===== config.mk =====
export PLATFORM = sky130hd
export DESIGN_NAME = sleep_mode_power_controller_flat
export DESIGN_NICKNAME = d
export VERILOG_FILES = /design/src/hw/sleep_pkg.sv /design/src/hw/sleep_link_if.sv /design/src/hw/clk_gate_cell.sv /design/src/hw/sleep_mode_power_controller.sv /design/src/flat_wrapper.sv
export SDC_FILE = /design/constraint.sdc
export NUM_CORES = 1
export LEC_CHECK = 0
export BUFFER_PORTS_ARGS = -buffer_cell sky130_fd_sc_hd__buf_2
export CAP_MARGIN = 30
export CORE_MARGIN = 5
export CORE_UTILIZATION = 39
export CTS_CLUSTER_DIAMETER = 50
export DETAILED_ROUTE_END_ITERATION = 6
export GPL_ROUTABILITY_DRIVEN = 0
export GPL_TIMING_DRIVEN = 0
export PLACE_DENSITY = 0.67
export SYNTH_ARGS = -nofsm -noshare
export SYNTH_HDL_FRONTEND = slang
export SYNTH_HIERARCHICAL = 1
export SYNTH_SLANG_ARGS = --single-unit

===== constraint.sdc =====
create_clock -name clk_in -period 3.7 [get_ports clk_in]
set_input_delay 0 -clock clk_in [delete_from_list [all_inputs] [get_ports clk_in]]
set_output_delay 0 -clock clk_in [all_outputs]
set_load 0.02 [all_outputs]

===== src/hw/sleep_pkg.sv =====
package sleep_pkg;
   // ----------------------------------------
   // device register map (byte offsets on the core link)
   // ----------------------------------------
   localparam logic [7:0] SLEEP_CTRL_OFS = 8'h53;
   localparam logic [7:0] PWR_RED_A_OFS = 8'h64;
   localparam logic [7:0] PWR_RED_B_OFS = 8'h65;
   // sleep_control_register fields
   localparam int SLEEP_EN_BIT = 0;
   localparam int MODE_LSB = 1;
   localparam int MODE_MSB = 3;
   localparam logic [3:0] SLEEP_CTRL_RESET = 4'h0;
   // power reduction fields, index into the peripheral vector
   localparam int PERIPH_CNT = 5;
   localparam int PR_TIM0 = 0;
   localparam int PR_TIM1 = 1;
   localparam int PR_SPI = 2;
   localparam int PR_USART = 3;
   localparam int PR_USB = 4;
   localparam int PRA_TIM0_BIT = 5;
   localparam int PRA_TIM1_BIT = 3;
   localparam int PRA_SPI_BIT = 2;
   localparam int PRB_USB_BIT = 7;
   localparam int PRB_USART_BIT = 0;
   localparam logic [4:0] PWR_RED_RESET = 5'h00;
   // sleep mode codes
   localparam logic [2:0] MODE_IDLE = 3'h0;
   localparam logic [2:0] MODE_PWR_DOWN = 3'h2;
   localparam logic [2:0] MODE_PWR_SAVE = 3'h3;
   localparam logic [2:0] MODE_STANDBY = 3'h6;
   localparam logic [2:0] MODE_EXT_STANDBY = 3'h7;
   // ----------------------------------------
   // timing
   // ----------------------------------------
   localparam int CLK_PERIOD_NS = 10;
   localparam int STARTUP_STEP_NS = 1000;
   localparam logic [11:0] STARTUP_STEP_CYCLES = 12'(STARTUP_STEP_NS / CLK_PERIOD_NS);
   localparam logic [11:0] IDLE_WAKE_CYCLES = 12'h001;
   localparam logic [11:0] STANDBY_WAKE_CYCLES = 12'h006;
   localparam logic [11:0] HALT_CYCLES = 12'h004;
   // ----------------------------------------
   // core agent avalon map (byte addresses)
   // ----------------------------------------
   localparam logic [3:0] AV_DEV_ADDR = 4'h0;
   localparam logic [3:0] AV_DEV_DATA = 4'h4;
   localparam logic [3:0] AV_CMD = 4'h8;
   localparam logic [3:0] AV_STATUS = 4'hC;
   localparam int CMD_SLEEP_BIT = 0;
   localparam int ST_RUN_BIT = 0;
   localparam int ST_IRQ_BIT = 1;
   localparam int ST_RST_BIT = 2;
endpackage : sleep_pkg


===== src/hw/sleep_link_if.sv =====
`timescale 1ns/1ps
// ----------------------------------------
// link between the power controller and the core
// ----------------------------------------
interface sleep_link_if;
   logic [7:0] reg_addr;
   logic [7:0] reg_wdata;
   logic reg_wr;
   logic reg_rd;
   logic [7:0] reg_rdata;
   logic sleep_exec;
   logic core_run;
   logic wake_irq;
   logic wake_reset;
   modport device (input reg_addr, reg_wdata, reg_wr, reg_rd, sleep_exec,
                   output reg_rdata, core_run, wake_irq, wake_reset);
   modport core (output reg_addr, reg_wdata, reg_wr, reg_rd, sleep_exec,
                 input reg_rdata, core_run, wake_irq, wake_reset);
endinterface : sleep_link_if


===== src/hw/clk_gate_cell.sv =====
`timescale 1ns/1ps
// ----------------------------------------
// glitch-free clock gate
// ----------------------------------------
module clk_gate_cell (
   input wire logic clk_in, // clock to gate
   input wire logic rst_in, // synchronous reset, high
   input wire logic en_in, // enable, changes after rising edge
   output wire logic gclk_out // gated clock
);
   logic en_low;

   // enable only moves while clk is low, so no pulse is ever cut short
   always_ff @(negedge clk_in) begin
      if (rst_in) begin
         en_low <= 1'b0;
      end else begin
         en_low <= en_in;
      end
   end

   assign gclk_out = clk_in & en_low;
endmodule : clk_gate_cell


===== src/hw/sleep_mode_power_controller.sv =====
`timescale 1ns/1ps
// How it works
// - sleep needs enable flag plus sleep instruction
// - mode 000 idle stops core, flash clocks
// - idle wakes on any external or internal interrupt
// - mode 010 power-down stops oscillator, all clocks
// - power-down wakes only on listed async sources
// - party holds wake level until it is seen
// - power-down wake waits fuse-selected start-up delay
// - mode 011 power-save equals power-down
// - mode 110 standby, crystal only, oscillator on, six-cycle wake
// - mode 111 extended standby, same as standby
// - interrupt wake holds core four extra cycles
// - register file and sram kept across sleep
// - reset while asleep restarts at reset vector
// - reduced peripheral: clock off, registers blocked
// - clearing reduction resumes peripheral unchanged
// - software disables peripheral before gating clock
// - peripheral gating works in active and idle
// - software may disable comparator before idle
// - control register: mode 3:1, enable 0
// - serial interface reduction bit stops its clock
module sleep_mode_power_controller (
   input wire logic clk_in, // system clock
   input wire logic rst_in, // synchronous reset, high
   sleep_link_if.device link, // core side
   input wire logic [3:0] ext_irq_lower_in, // lower external interrupts
   input wire logic [3:0] ext_irq_upper_in, // upper external interrupts, level
   input wire logic pin_change_irqs_in, // any pin change interrupt
   input wire logic twi_match_in, // two-wire address match
   input wire logic wdt_irq_in, // watchdog interrupt
   input wire logic usb_wakeup_irq_in, // usb wake-up interrupt
   input wire logic usb_frame_start_irq_in, // usb start of frame
   input wire logic sync_irq_in, // timer, serial, other synchronous interrupts
   input wire logic sys_reset_req_in, // external, watchdog or brown-out reset
   input wire logic crystal_sel_in, // external crystal or resonator selected
   input wire logic [3:0] clock_source_fuses_in, // start-up time selection
   output logic osc_en_out, // main oscillator enable
   output logic sleeping_out, // device is in a sleep state
   output logic [4:0] periph_io_block_out, // peripheral register access blocked
   output wire logic core_clock_domain_out, // gated core clock
   output wire logic flash_clock_domain_out, // gated flash clock
   output wire logic io_clock_domain_out, // gated io clock
   output wire logic [4:0] periph_clk_out // gated peripheral clocks
);
   typedef enum logic [2:0] {ST_RUN, ST_IDLE, ST_DEEP, ST_STANDBY, ST_STARTUP, ST_HALT} pwr_state_e;

   pwr_state_e state;
   logic [3:0] sleep_ctrl;
   logic [4:0] periph_off;
   logic [11:0] count;
   logic by_reset;
   logic [7:0] clk_en;
   logic [7:0] rdata;
   logic core_run;
   logic wake_irq;
   logic wake_reset;

   // ----------------------------------------
   // register decode
   // ----------------------------------------
   wire [2:0] mode = sleep_ctrl[sleep_pkg::MODE_MSB:sleep_pkg::MODE_LSB];
   wire wr_ctrl = link.reg_wr && (link.reg_addr == sleep_pkg::SLEEP_CTRL_OFS);
   wire wr_pra = link.reg_wr && (link.reg_addr == sleep_pkg::PWR_RED_A_OFS);
   wire wr_prb = link.reg_wr && (link.reg_addr == sleep_pkg::PWR_RED_B_OFS);
   wire [7:0] ctrl_view = {4'h0, sleep_ctrl}; // upper bits read zero
   wire [7:0] pra_view = 8'(periph_off[sleep_pkg::PR_TIM0]) << sleep_pkg::PRA_TIM0_BIT
                       | 8'(periph_off[sleep_pkg::PR_TIM1]) << sleep_pkg::PRA_TIM1_BIT
                       | 8'(periph_off[sleep_pkg::PR_SPI]) << sleep_pkg::PRA_SPI_BIT;
   wire [7:0] prb_view = 8'(periph_off[sleep_pkg::PR_USB]) << sleep_pkg::PRB_USB_BIT
                       | 8'(periph_off[sleep_pkg::PR_USART]) << sleep_pkg::PRB_USART_BIT;
   wire [7:0] next_rdata = (link.reg_addr == sleep_pkg::SLEEP_CTRL_OFS) ? ctrl_view :
                           (link.reg_addr == sleep_pkg::PWR_RED_A_OFS) ? pra_view :
                           (link.reg_addr == sleep_pkg::PWR_RED_B_OFS) ? prb_view : 8'h00;

   // reduction bits are written as a whole register, only mapped bits stick
   wire [4:0] next_periph_off = {
      wr_prb ? link.reg_wdata[sleep_pkg::PRB_USB_BIT] : periph_off[sleep_pkg::PR_USB],
      wr_prb ? link.reg_wdata[sleep_pkg::PRB_USART_BIT] : periph_off[sleep_pkg::PR_USART],
      wr_pra ? link.reg_wdata[sleep_pkg::PRA_SPI_BIT] : periph_off[sleep_pkg::PR_SPI],
      wr_pra ? link.reg_wdata[sleep_pkg::PRA_TIM1_BIT] : periph_off[sleep_pkg::PR_TIM1],
      wr_pra ? link.reg_wdata[sleep_pkg::PRA_TIM0_BIT] : periph_off[sleep_pkg::PR_TIM0]};

   // register writes and read data, read data lands one edge after reg_rd
   always_ff @(posedge clk_in) begin
      if (rst_in) begin
         sleep_ctrl <= sleep_pkg::SLEEP_CTRL_RESET;
         periph_off <= sleep_pkg::PWR_RED_RESET;
         rdata <= 8'h00;
      end else begin
         if (wr_ctrl) begin
            sleep_ctrl <= link.reg_wdata[3:0];
         end
         periph_off <= next_periph_off;
         rdata <= link.reg_rd ? next_rdata : rdata;
      end
   end

   // ----------------------------------------
   // sleep entry and wake selection
   // ----------------------------------------
   wire is_idle = (mode == sleep_pkg::MODE_IDLE);
   wire is_deep = (mode == sleep_pkg::MODE_PWR_DOWN) || (mode == sleep_pkg::MODE_PWR_SAVE);
   // standby codes are honoured only with a crystal, the oscillator must be restartable fast
   wire is_stby = ((mode == sleep_pkg::MODE_STANDBY) || (mode == sleep_pkg::MODE_EXT_STANDBY))
                  && crystal_sel_in;
   wire mode_ok = is_idle || is_deep || is_stby; // reserved codes fall out here
   wire go_sleep = link.sleep_exec && sleep_ctrl[sleep_pkg::SLEEP_EN_BIT] && mode_ok;
   wire pwr_state_e sleep_target = is_idle ? ST_IDLE : (is_deep ? ST_DEEP : ST_STANDBY);

   // async-capable sources only; upper pins act as held levels
   wire deep_wake = (|ext_irq_lower_in) || (|ext_irq_upper_in) || pin_change_irqs_in
                    || twi_match_in || wdt_irq_in || usb_wakeup_irq_in;
   wire idle_wake = deep_wake || usb_frame_start_irq_in || sync_irq_in;

   // start-up length depends on which sleep is being left
   wire [11:0] fuse_delay = (12'(clock_source_fuses_in) + 12'h001) * sleep_pkg::STARTUP_STEP_CYCLES;
   wire [11:0] next_delay = (state == ST_IDLE) ? sleep_pkg::IDLE_WAKE_CYCLES :
                            (state == ST_STANDBY) ? sleep_pkg::STANDBY_WAKE_CYCLES :
                            fuse_delay;
   wire asleep = (state == ST_IDLE) || (state == ST_DEEP) || (state == ST_STANDBY);
   wire wake_now = sys_reset_req_in || ((state == ST_IDLE) ? idle_wake : deep_wake);

   // ----------------------------------------
   // power state machine
   // ----------------------------------------
   // core is never reset on an interrupt wake, so its registers and sram simply keep state
   always_ff @(posedge clk_in) begin
      if (rst_in) begin
         state <= ST_RUN;
         count <= 12'h000;
         by_reset <= 1'b0;
         core_run <= 1'b1;
         wake_irq <= 1'b0;
         wake_reset <= 1'b0;
      end else begin
         wake_irq <= 1'b0;
         wake_reset <= 1'b0;
         unique case (state)
            ST_RUN: begin
               if (sys_reset_req_in) begin
                  wake_reset <= 1'b1;
               end else if (go_sleep) begin
                  state <= sleep_target;
                  core_run <= 1'b0;
               end
            end
            ST_IDLE, ST_DEEP, ST_STANDBY: begin
               if (wake_now) begin
                  state <= ST_STARTUP;
                  count <= next_delay;
                  by_reset <= sys_reset_req_in;
               end
            end
            ST_STARTUP: begin
               if (count > 12'h001) begin
                  count <= count - 12'h001;
               end else if (by_reset) begin
                  state <= ST_RUN; // restart from the reset vector
                  core_run <= 1'b1;
                  wake_reset <= 1'b1;
               end else begin
                  state <= ST_HALT;
                  count <= sleep_pkg::HALT_CYCLES;
               end
            end
            ST_HALT: begin
               if (count > 12'h001) begin
                  count <= count - 12'h001;
               end else begin
                  state <= ST_RUN; // handler, then the instruction after sleep
                  core_run <= 1'b1;
                  wake_irq <= 1'b1;
               end
            end
         endcase
      end
   end

   // ----------------------------------------
   // clock enables and gates
   // ----------------------------------------
   wire core_on = (state == ST_RUN) || (state == ST_HALT); // off in every sleep
   wire io_on = core_on || (state == ST_IDLE); // io keeps running in idle
   wire osc_on = (state != ST_DEEP);
   // peripheral clocks follow io, so reduction works in active and idle alike
   wire [4:0] periph_on = {5{io_on}} & ~periph_off;
   wire [7:0] next_clk_en = {periph_on, io_on, core_on, core_on};

   // enables come from flops so the gate cells see clean levels
   always_ff @(posedge clk_in) begin
      if (rst_in) begin
         clk_en <= 8'hFF;
         osc_en_out <= 1'b1;
         sleeping_out <= 1'b0;
         periph_io_block_out <= sleep_pkg::PWR_RED_RESET;
      end else begin
         clk_en <= next_clk_en;
         osc_en_out <= osc_on;
         sleeping_out <= asleep;
         periph_io_block_out <= periph_off;
      end
   end

   // gating only stops edges, no peripheral is reset, so it resumes where it stopped
   wire [7:0] gclk;
   generate
      for (genvar i = 0; i < 8; i++) begin : g_gate
         clk_gate_cell u_gate (
            .clk_in(clk_in),
            .rst_in(rst_in),
            .en_in(clk_en[i]),
            .gclk_out(gclk[i])
         );
      end
   endgenerate

   assign core_clock_domain_out = gclk[0];
   assign flash_clock_domain_out = gclk[1];
   assign io_clock_domain_out = gclk[2];
   assign periph_clk_out = gclk[7:3];

   // link answers
   assign link.reg_rdata = rdata;
   assign link.core_run = core_run;
   assign link.wake_irq = wake_irq;
   assign link.wake_reset = wake_reset;
endmodule : sleep_mode_power_controller


===== src/flat_wrapper.sv =====
// flat-port wrapper written by rule: the top's interface ports become plain ports
module sleep_mode_power_controller_flat 
  (clk_in, rst_in, ext_irq_lower_in, ext_irq_upper_in, pin_change_irqs_in, twi_match_in, wdt_irq_in, usb_wakeup_irq_in, usb_frame_start_irq_in, sync_irq_in, sys_reset_req_in, crystal_sel_in, clock_source_fuses_in, osc_en_out, sleeping_out, periph_io_block_out, core_clock_domain_out, flash_clock_domain_out, io_clock_domain_out, periph_clk_out, link_reg_addr, link_reg_wdata, link_reg_wr, link_reg_rd, link_sleep_exec, link_reg_rdata, link_core_run, link_wake_irq, link_wake_reset);
  sleep_link_if link_i ();
  input wire logic clk_in;
  input wire logic rst_in;
  input wire logic [3:0] ext_irq_lower_in;
  input wire logic [3:0] ext_irq_upper_in;
  input wire logic pin_change_irqs_in;
  input wire logic twi_match_in;
  input wire logic wdt_irq_in;
  input wire logic usb_wakeup_irq_in;
  input wire logic usb_frame_start_irq_in;
  input wire logic sync_irq_in;
  input wire logic sys_reset_req_in;
  input wire logic crystal_sel_in;
  input wire logic [3:0] clock_source_fuses_in;
  output logic osc_en_out;
  output logic sleeping_out;
  output logic [4:0] periph_io_block_out;
  output wire logic core_clock_domain_out;
  output wire logic flash_clock_domain_out;
  output wire logic io_clock_domain_out;
  output wire logic [4:0] periph_clk_out;
  input wire logic [$bits(link_i.reg_addr)-1:0] link_reg_addr;
  input wire logic [$bits(link_i.reg_wdata)-1:0] link_reg_wdata;
  input wire logic [$bits(link_i.reg_wr)-1:0] link_reg_wr;
  input wire logic [$bits(link_i.reg_rd)-1:0] link_reg_rd;
  input wire logic [$bits(link_i.sleep_exec)-1:0] link_sleep_exec;
  output wire logic [$bits(link_i.reg_rdata)-1:0] link_reg_rdata;
  output wire logic [$bits(link_i.core_run)-1:0] link_core_run;
  output wire logic [$bits(link_i.wake_irq)-1:0] link_wake_irq;
  output wire logic [$bits(link_i.wake_reset)-1:0] link_wake_reset;
  assign link_i.reg_addr = link_reg_addr;
  assign link_i.reg_wdata = link_reg_wdata;
  assign link_i.reg_wr = link_reg_wr;
  assign link_i.reg_rd = link_reg_rd;
  assign link_i.sleep_exec = link_sleep_exec;
  assign link_reg_rdata = link_i.reg_rdata;
  assign link_core_run = link_i.core_run;
  assign link_wake_irq = link_i.wake_irq;
  assign link_wake_reset = link_i.wake_reset;
  sleep_mode_power_controller u_core (.clk_in(clk_in), .rst_in(rst_in), .link(link_i), .ext_irq_lower_in(ext_irq_lower_in), .ext_irq_upper_in(ext_irq_upper_in), .pin_change_irqs_in(pin_change_irqs_in), .twi_match_in(twi_match_in), .wdt_irq_in(wdt_irq_in), .usb_wakeup_irq_in(usb_wakeup_irq_in), .usb_frame_start_irq_in(usb_frame_start_irq_in), .sync_irq_in(sync_irq_in), .sys_reset_req_in(sys_reset_req_in), .crystal_sel_in(crystal_sel_in), .clock_source_fuses_in(clock_source_fuses_in), .osc_en_out(osc_en_out), .sleeping_out(sleeping_out), .periph_io_block_out(periph_io_block_out), .core_clock_domain_out(core_clock_domain_out), .flash_clock_domain_out(flash_clock_domain_out), .io_clock_domain_out(io_clock_domain_out), .periph_clk_out(periph_clk_out));
endmodule

==> metrics.csv, run 1 <==
metric;value;unit
fin_setup_tns;0;ns
grt_pass1_vias;2855;
r2r_cells;6;
crit_buf_inv;1;
hold_violations;0;
antenna_found_initial;0;
post-route-util;50.78;%
worstSetupPathType;reg -> out;
drtIter0Drc;213;
track_usage;16.46;%
setup_slack;0.7976;ns
slew_headroom;41.84;%
dp_hpwl;5579;um
power.density;718.2;nW/um^2
dpl-instance-area;3397;sq um
netSwitchingPower;1.173;mW
synth_edf_count;0;
cp_data_required_time;3.70;ns
grt_max_degree;20;
fin_worst_skew;0.07371;ns
final_cell_mix;61 x buf_2, 56 x dfxtp_1, 29 x nor2_1, 21 x nand2_1;
syn_avg_cell_area;8.718;sq um
ys.flop_type;dfxtp_1;
n_antenna_cell;0;
path_cells;and2_1, buf_2;
ys_ff_latch;56;
via_per_inst;5.313;
pre_cts_ws;0.5399;ns
drc;0;
end_kind;output port;
yosysUniqueCellTypes;64;
reg2reg_slack;1.18;ns
synth_cells;340;
mostFrequentLayoutCell;buf_2;
worstHoldPathCells;4;
wire_per_inst;14.67;um
dieArea;9444;sq um
leakagePower;1.550;nW
slowest_stage;dfxtp_1;
pwr-share-seq;29.6;%
initial_core_util;40.43;%
clk_latency;0.49;ns
grt_pass1_wl;12880;um
drive_gt1_share;21.81;%
synth_area;2964;sq um
design_area;3722;sq um
cts_tree;built;
drv_slew;0;
die_w;97.18;um
die_h;97.18;um
portBuffers;61;
overflow;0;
power_frac_clock;25.3;%
crit_cells;2;
hold_class;in -> reg;
clk_pin_slew;0.11;ns
area_delta_synth_final;25.58;%
max_cap_violations;0;
final-setup-viol-count;0;
ys_seq_area_share;37.82;%
combPwrFrac;45.1;%
num_vias;2816;
row_count;31;
ant_nets;0;
status;finished, final reports clean;
crit_path_start_kind;flop;
switching_share;43.88;%
arrival;2.90;ns
max_stage_delay;0.29;ns
io_pins;67;
wl;7775;um
ys.warnings.count;6;
peakVddDrop;590.1;uV
drt_first_pass_iters;5;
placed_cells;501;
internal_power;1.500;mW
path_max_fanout;1;
final_cells;530;
async_flop_share;0;%
core;7331;sq um
final_nets;489;
rsz0062_at_grt;no;
worst_slew_pin_slew;0.8683;ns
path_delay_family;flip-flops;
==> tightest hold or removal path: stages <==
cell and delay (ns):
buf_2 0.09, nor3_1 0.09, a22oi_1 0.16, a211oi_1 0.09
==> area by class of cell <==
class / instances / area, sq um
Buffer: 18 / 82.58
Clock buffer: 17 / 163.9
Clock inverter: 11 / 61.31
Fill cell: 695 / 3608
Inverter: 12 / 45.04
Multi-Input combinational cell: 247 / 1689
Sequential cell: 56 / 1121
Tap cell: 99 / 123.9
Timing Repair Buffer: 70 / 435.4
==> registers in the layout (all words and copies together), names as in the netlist, 3 cells and up <==
register,cells
u_core/sleep_ctrl,4
u_core/periph_off,5
u_core/clk_en,7
u_core/link.reg_rdata,6
u_core/periph_io_block_out,5
u_core/g_gate.u_gate/en_low,8
u_core/state,3
u_core/count,12
==> metal layers <==
layer,up-vias,track usage [%],routed length (um)
met1,1316,20.45,3433
met5,-,0,0
li1,1404,-,-
met2,87,26.11,3753
met4,0,7.559,86
met3,9,4.953,502
==> per-stage QoR <==
step | hold slack (ns) | power, mW
after floorplan | 0.08339 | 1.826
after CTS | 0.03431 | 2.675
after global placement | 0.2414 | 2.119
after detailed placement | 0.2414 | 2.141
final | 0.04616 | 2.673
after global routing | 0.04861 | 2.863
==> Yosys cell counts (all sizes together) (5+ instances only) <==
| master | instances | area [sq um] |
|---|---|---|
| dfxtp | 56 | 1121 |
| nor2 | 29 | 108.9 |
| nand2 | 21 | 78.83 |
| a21oi | 19 | 95.09 |
| inv | 19 | 71.32 |
| ha | 17 | 212.7 |
| nor2b | 17 | 126.4 |
| nand3 | 16 | 85.08 |
| nor3 | 14 | 81.33 |
| clkbuf | 12 | 45.04 |
| and2 | 10 | 62.56 |
| xor2 | 8 | 70.07 |
| a31oi | 7 | 50.05 |
| nor4 | 7 | 50.05 |
| a211oi | 6 | 45.04 |
| buf | 6 | 37.53 |
| o21ai | 6 | 30.03 |
| xnor2 | 6 | 52.55 |
| a22oi | 5 | 37.54 |
| mux2i | 5 | 50.05 |
| nand2b | 5 | 31.28 |
==> path summary, 6_finish.rpt <==
| check | start | end |
|---|---|---|
| setup / recovery | u_core/g_gate[4].u_gate/en_low | periph_clk_out[1] |
| hold / removal | link_reg_addr[5] | u_core/link.reg_rdata[0] |
| setup reg to reg | u_core/count[4] | u_core/count[0] |
| hold reg to reg | u_core/link.core_run | u_core/link.core_run |
==> repair_timing <==
item / in CTS / in global routing
endpoints found under the hold margin: 14 / 0
resized for setup: 0 / 0
setup buffers: 0 / 0
hold buffers: 17 / 0
==> power by group through the flow <==
stage | clock, mW | sequential [mW] | combinational [mW]
final | 0.676 | 0.791 | 1.21
after CTS | 0.696 | 0.789 | 1.19
after floorplan | 0.129 | 0.797 | 0.899
after global placement | 0.168 | 0.798 | 1.15
after detailed placement | 0.168 | 0.801 | 1.17
after global routing | 0.748 | 0.806 | 1.31
==> logic make-up after synthesis <==
logic type,count (synthesis),share of synthesized area [%]
compound gates,78,19.00
xor+xnor,14,4.137
fa+ha+maj,18,7.851
buf+inv,38,5.318
flops,56,37.82
mux,5,1.689
other cells,1,0.1265
simple gates,130,24.06
No activity file was read; power rests on OpenSTA's default activity.
==> run 2, diff against run 1 <==
--- a/config.mk
+++ b/config.mk
@@ -5,6 +5,7 @@
 export SDC_FILE = /design/constraint.sdc
 export NUM_CORES = 1
 export LEC_CHECK = 0
+export ABC_AREA = 1
 export BUFFER_PORTS_ARGS = -buffer_cell sky130_fd_sc_hd__buf_2
 export CAP_MARGIN = 30
 export CORE_MARGIN = 5
@@ -13,7 +14,7 @@
 export DETAILED_ROUTE_END_ITERATION = 6
 export GPL_ROUTABILITY_DRIVEN = 0
 export GPL_TIMING_DRIVEN = 0
-export PLACE_DENSITY = 0.67
+export PLACE_DENSITY = 0.66
 export SYNTH_ARGS = -nofsm -noshare
 export SYNTH_HDL_FRONTEND = slang
 export SYNTH_HIERARCHICAL = 1
==> constraint.sdc (replaced) <==
create_clock -name clk_in -period 2.8 [get_ports clk_in]
set_input_delay 0 -clock clk_in [delete_from_list [all_inputs] [get_ports clk_in]]
set_output_delay 0 -clock clk_in [all_outputs]
set_load 0.02 [all_outputs]
==> run 2 against run 1 <==
Against the previous run:
- power up 35%
- combinational power up 35%
- synthesized area up 7.7%
- critical endpoint is now u_core/periph_off[3]
- non-clock buffer count up 3
- register-to-register slack worse by 0.30 ns
- clock skew up 0.0040 ns
==> metrics.csv, run 2 <==
metric;value;unit;change
status;finished, final reports clean;;unchanged
track_usage;16.06;%;was 16.46%
final_nets;635;;was 489
path_max_fanout;4;;was 1
fillers;823;;was 695
placed_cells;642;;was 501
peakVddDrop;315.1;uV;was 590.1 uV
die_w;100.5;um;was 97.18 um
via_per_inst;4.695;;was 5.313
io_pins;67;;unchanged
drtIter0Drc;133;;was 213
ys_ff_latch;56;;unchanged
mostFrequentLayoutCell;nand2_1;;was buf_2
fin_setup_tns;0;ns;unchanged
area_delta_synth_final;27.60;%;was 25.58%
syn_avg_cell_area;6.720;sq um;was 8.718 sq um
synth_top_cell_by_area;dfxtp_1;;unchanged
num_vias;3202;;was 2816
dieArea;10090;sq um;was 9444 sq um
synth.most_common_cell;nand2_1;;was dfxtp_1
drc;0;;unchanged
netSwitchingPower;1.634;mW;was 1.173 mW
core;8093;sq um;was 7331 sq um
crit_path_start_kind;input pin;;was flop
wire_per_inst;11.67;um;was 14.67 um
grt_max_degree;20;;unchanged
cp_data_required_time;3.12;ns;was 3.70 ns
row_count;33;;was 31
fin_worst_skew;0.07766;ns;was 0.07371 ns
drv_slew;0;;unchanged
setup_slack;0.02556;ns;was 0.7976 ns
synthAdderAreaFrac;7.291;%;was 7.851%
slew_headroom;62.24;%;was 41.84%
clk_pin_slew;0.11;ns;about the same
final-setup-viol-count;0;;unchanged
pre_cts_ws;0.1042;ns;was 0.5399 ns
synth_simple_gate_area_share;31.79;%;was 24.06%
ant_nets;0;;unchanged
power.density;883.3;nW/um^2;was 718.2 nW/um^2
post-route-util;50.32;%;was 50.78%
timing.final.crit_share;99.09;%;
clk_latency;0.50;ns;was 0.49 ns
grt_pass1_wl;13090;um;was 12880 um
timing.fmax;0.3604;GHz;
synth_area;3192;sq um;was 2964 sq um
drive_gt1_share;18.37;%;was 21.81%
die_h;100.5;um;was 97.18 um
max_cap_violations;0;;unchanged
ys_seq_area_share;35.12;%;was 37.82%
end_kind;flop;;was output port
drt_first_pass_iters;5;;unchanged
largest_reg_flops;12;;unchanged
hold_class;in -> reg;;unchanged
power;3.598;mW;was 2.673 mW
worstSetupPathType;in -> reg;;was reg -> out
yosys-top-cells-count;113 x nand2_1, 74 x inv_1, 74 x nor2_1, 56 x dfxtp_1, 31 x o21ai_0;;was 56 x dfxtp_1, 29 x nor2_1, 21 x nand2_1, 19 x a21oi_1, 19 x inv_1
synth_xor_area_share;3.567;%;was 4.137%
synth_edf_count;0;;unchanged
initial_core_util;39.44;%;was 40.43%
n_antenna_cell;0;;unchanged
overflow;0;;unchanged
combPwrFrac;45.3;%;was 45.1%
synth_mux_area_share;0;%;was 1.688%
worst_slew_pin_slew;0.5663;ns;was 0.8683 ns
switching_share;45.43;%;was 43.88%
netlist_top_cells_area;dfxtp_1 35%, nand2_1 13%, inv_1 8.7%;;was dfxtp_1 38%, ha_1 7.2%, nor2_1 3.7%
final_cell_mix;113 x nand2_1, 74 x inv_1, 73 x nor2_1, 61 x buf_2, 56 x dfxtp_1;;was 61 x buf_2, 56 x dfxtp_1, 29 x nor2_1, 21 x nand2_1
synth_compound_area_share;10.62;%;was 19.00%
ys.warnings.count;6;;unchanged
period_minus_slack;2.774;ns;
hold_violations;0;;unchanged
grt_pass1_vias;3077;;was 2855
async_flop_share;0;%;unchanged
netlist.area_leader.share;35.12;%;was 37.82%
wl;7959;um;was 7775 um
dp_hpwl;5767;um;was 5579 um
yosysUniqueCellTypes;37;;was 64
leakagePower;2.164;nW;was 1.550 nW
internal_power;1.963;mW;was 1.500 mW
antenna_found_initial;0;;unchanged
final_cells;682;;was 530
synth_top_family_by_area;simple AND/OR/NAND/NOR gates;;unchanged
synth_cells;475;;was 340
reg.largest.list;u_core/count x12, u_core/g_gate.u_gate/en_low x8, u_core/clk_en x7;;unchanged
ys.flop_type;dfxtp_1;;unchanged
largest_register;u_core/count;;unchanged
cts_tree;built;;unchanged
portBuffers;61;;unchanged
power_frac_clock;24.9;%;was 25.3%
arrival;3.09;ns;was 2.90 ns
pwr-share-seq;29.7;%;was 29.6%
-- run 2: cell count changes in the layout (fill, tap and decap cells not counted), moves of 9 or more --
cell and delta:
inv_1 +55, nor2b_1 -9, clkbuf_1 -9, dlygate4sd3_1 +11, nor2_1 +44, nor2_2 +13, nand2_1 +92, o21ai_0 +24
and2_1 -10
-- run 2: cells by family after synthesis --
logic type	count (synthesis)
xor gates and xnor gates	13
DFF	56
adders and majority gates	18
other	1
buffers and inverters	88
and+or+nand+nor	238
AOI/OAI and AO/OA	61
-- run 2: timing repair --
action | in CTS | in global routing
hold buffers | 28 | 0
endpoints found under the setup margin | 0 | 1
hold endpoints to repair | 16 | 0
gates resized for setup | 0 | 2
setup buffers | 0 | 0
-- run 2: final timing paths --
| check | start | endpoint | slack [ns] | depth (start not counted) |
|---|---|---|---|---|
| setup / recovery | link_reg_addr[3] | u_core/periph_off[3] | 0.03 | 11 |
| hold reg to reg | u_core/periph_off[0] | u_core/periph_io_block_out[0] | 0.48 | 2 |
| setup reg to reg | u_core/count[0] | u_core/link.wake_reset | 0.88 | 9 |
| hold / removal | ext_irq_upper_in[2] | u_core/by_reset | 0.07 | 7 |
-- run 2: power groups by stage --
stage	registers (mW)	clock network (mW)	logic [mW]
after floorplan	1.09	0.169	1.24
after global placement	1.08	0.220	1.57
after detailed placement	1.09	0.220	1.59
after CTS	1.07	0.926	1.63
after global routing	1.09	0.988	1.86
final	1.07	0.897	1.63
-- run 2: cell type report --
type                       count  area [sq um]  share of cell area (%)
inverter                      62         232.7                   5.714
clock buffer                  17         163.9                   4.025
buffer                        10         73.82                   1.813
sequential                    56          1121                   27.53
clock inverter                19         93.84                   2.304
tap                          105         131.4                   3.226
multi-input combinational    332          1710                   42.00
timing repair buffer          81         545.5                   13.39
-- run 2: routing by layer --
metal / track usage (%) / vias to the layer above / wire length, um
met5: 0 / - / 0
met3: 4.360 / 11 / 456
li1: - / 1668 / -
met4: 7.876 / 0 / 115
met2: 27.06 / 71 / 3926
met1: 18.76 / 1452 / 3459
-- run 2: worst max-delay path: stages --
cell           delay, ns
dlygate4sd3_1       0.54
buf_2               0.13
nor2_1              0.13
nand3_1             0.09
dlygate4sd3_1       0.60
nor2_2              0.16
nand2_1             0.13
o21ai_1             0.16
dlygate4sd3_1       0.57
a21oi_1             0.04
dlygate4sd3_1       0.55
-- run 2: metrics by stage --
step,hold slack [ns],cell area [sq um]
final,0.07467,4073
after global routing,0.1041,4073
after CTS,0.06955,4070
after detailed placement,0.2093,3632
after global placement,0.2093,3632
after floorplan,0.06907,3196
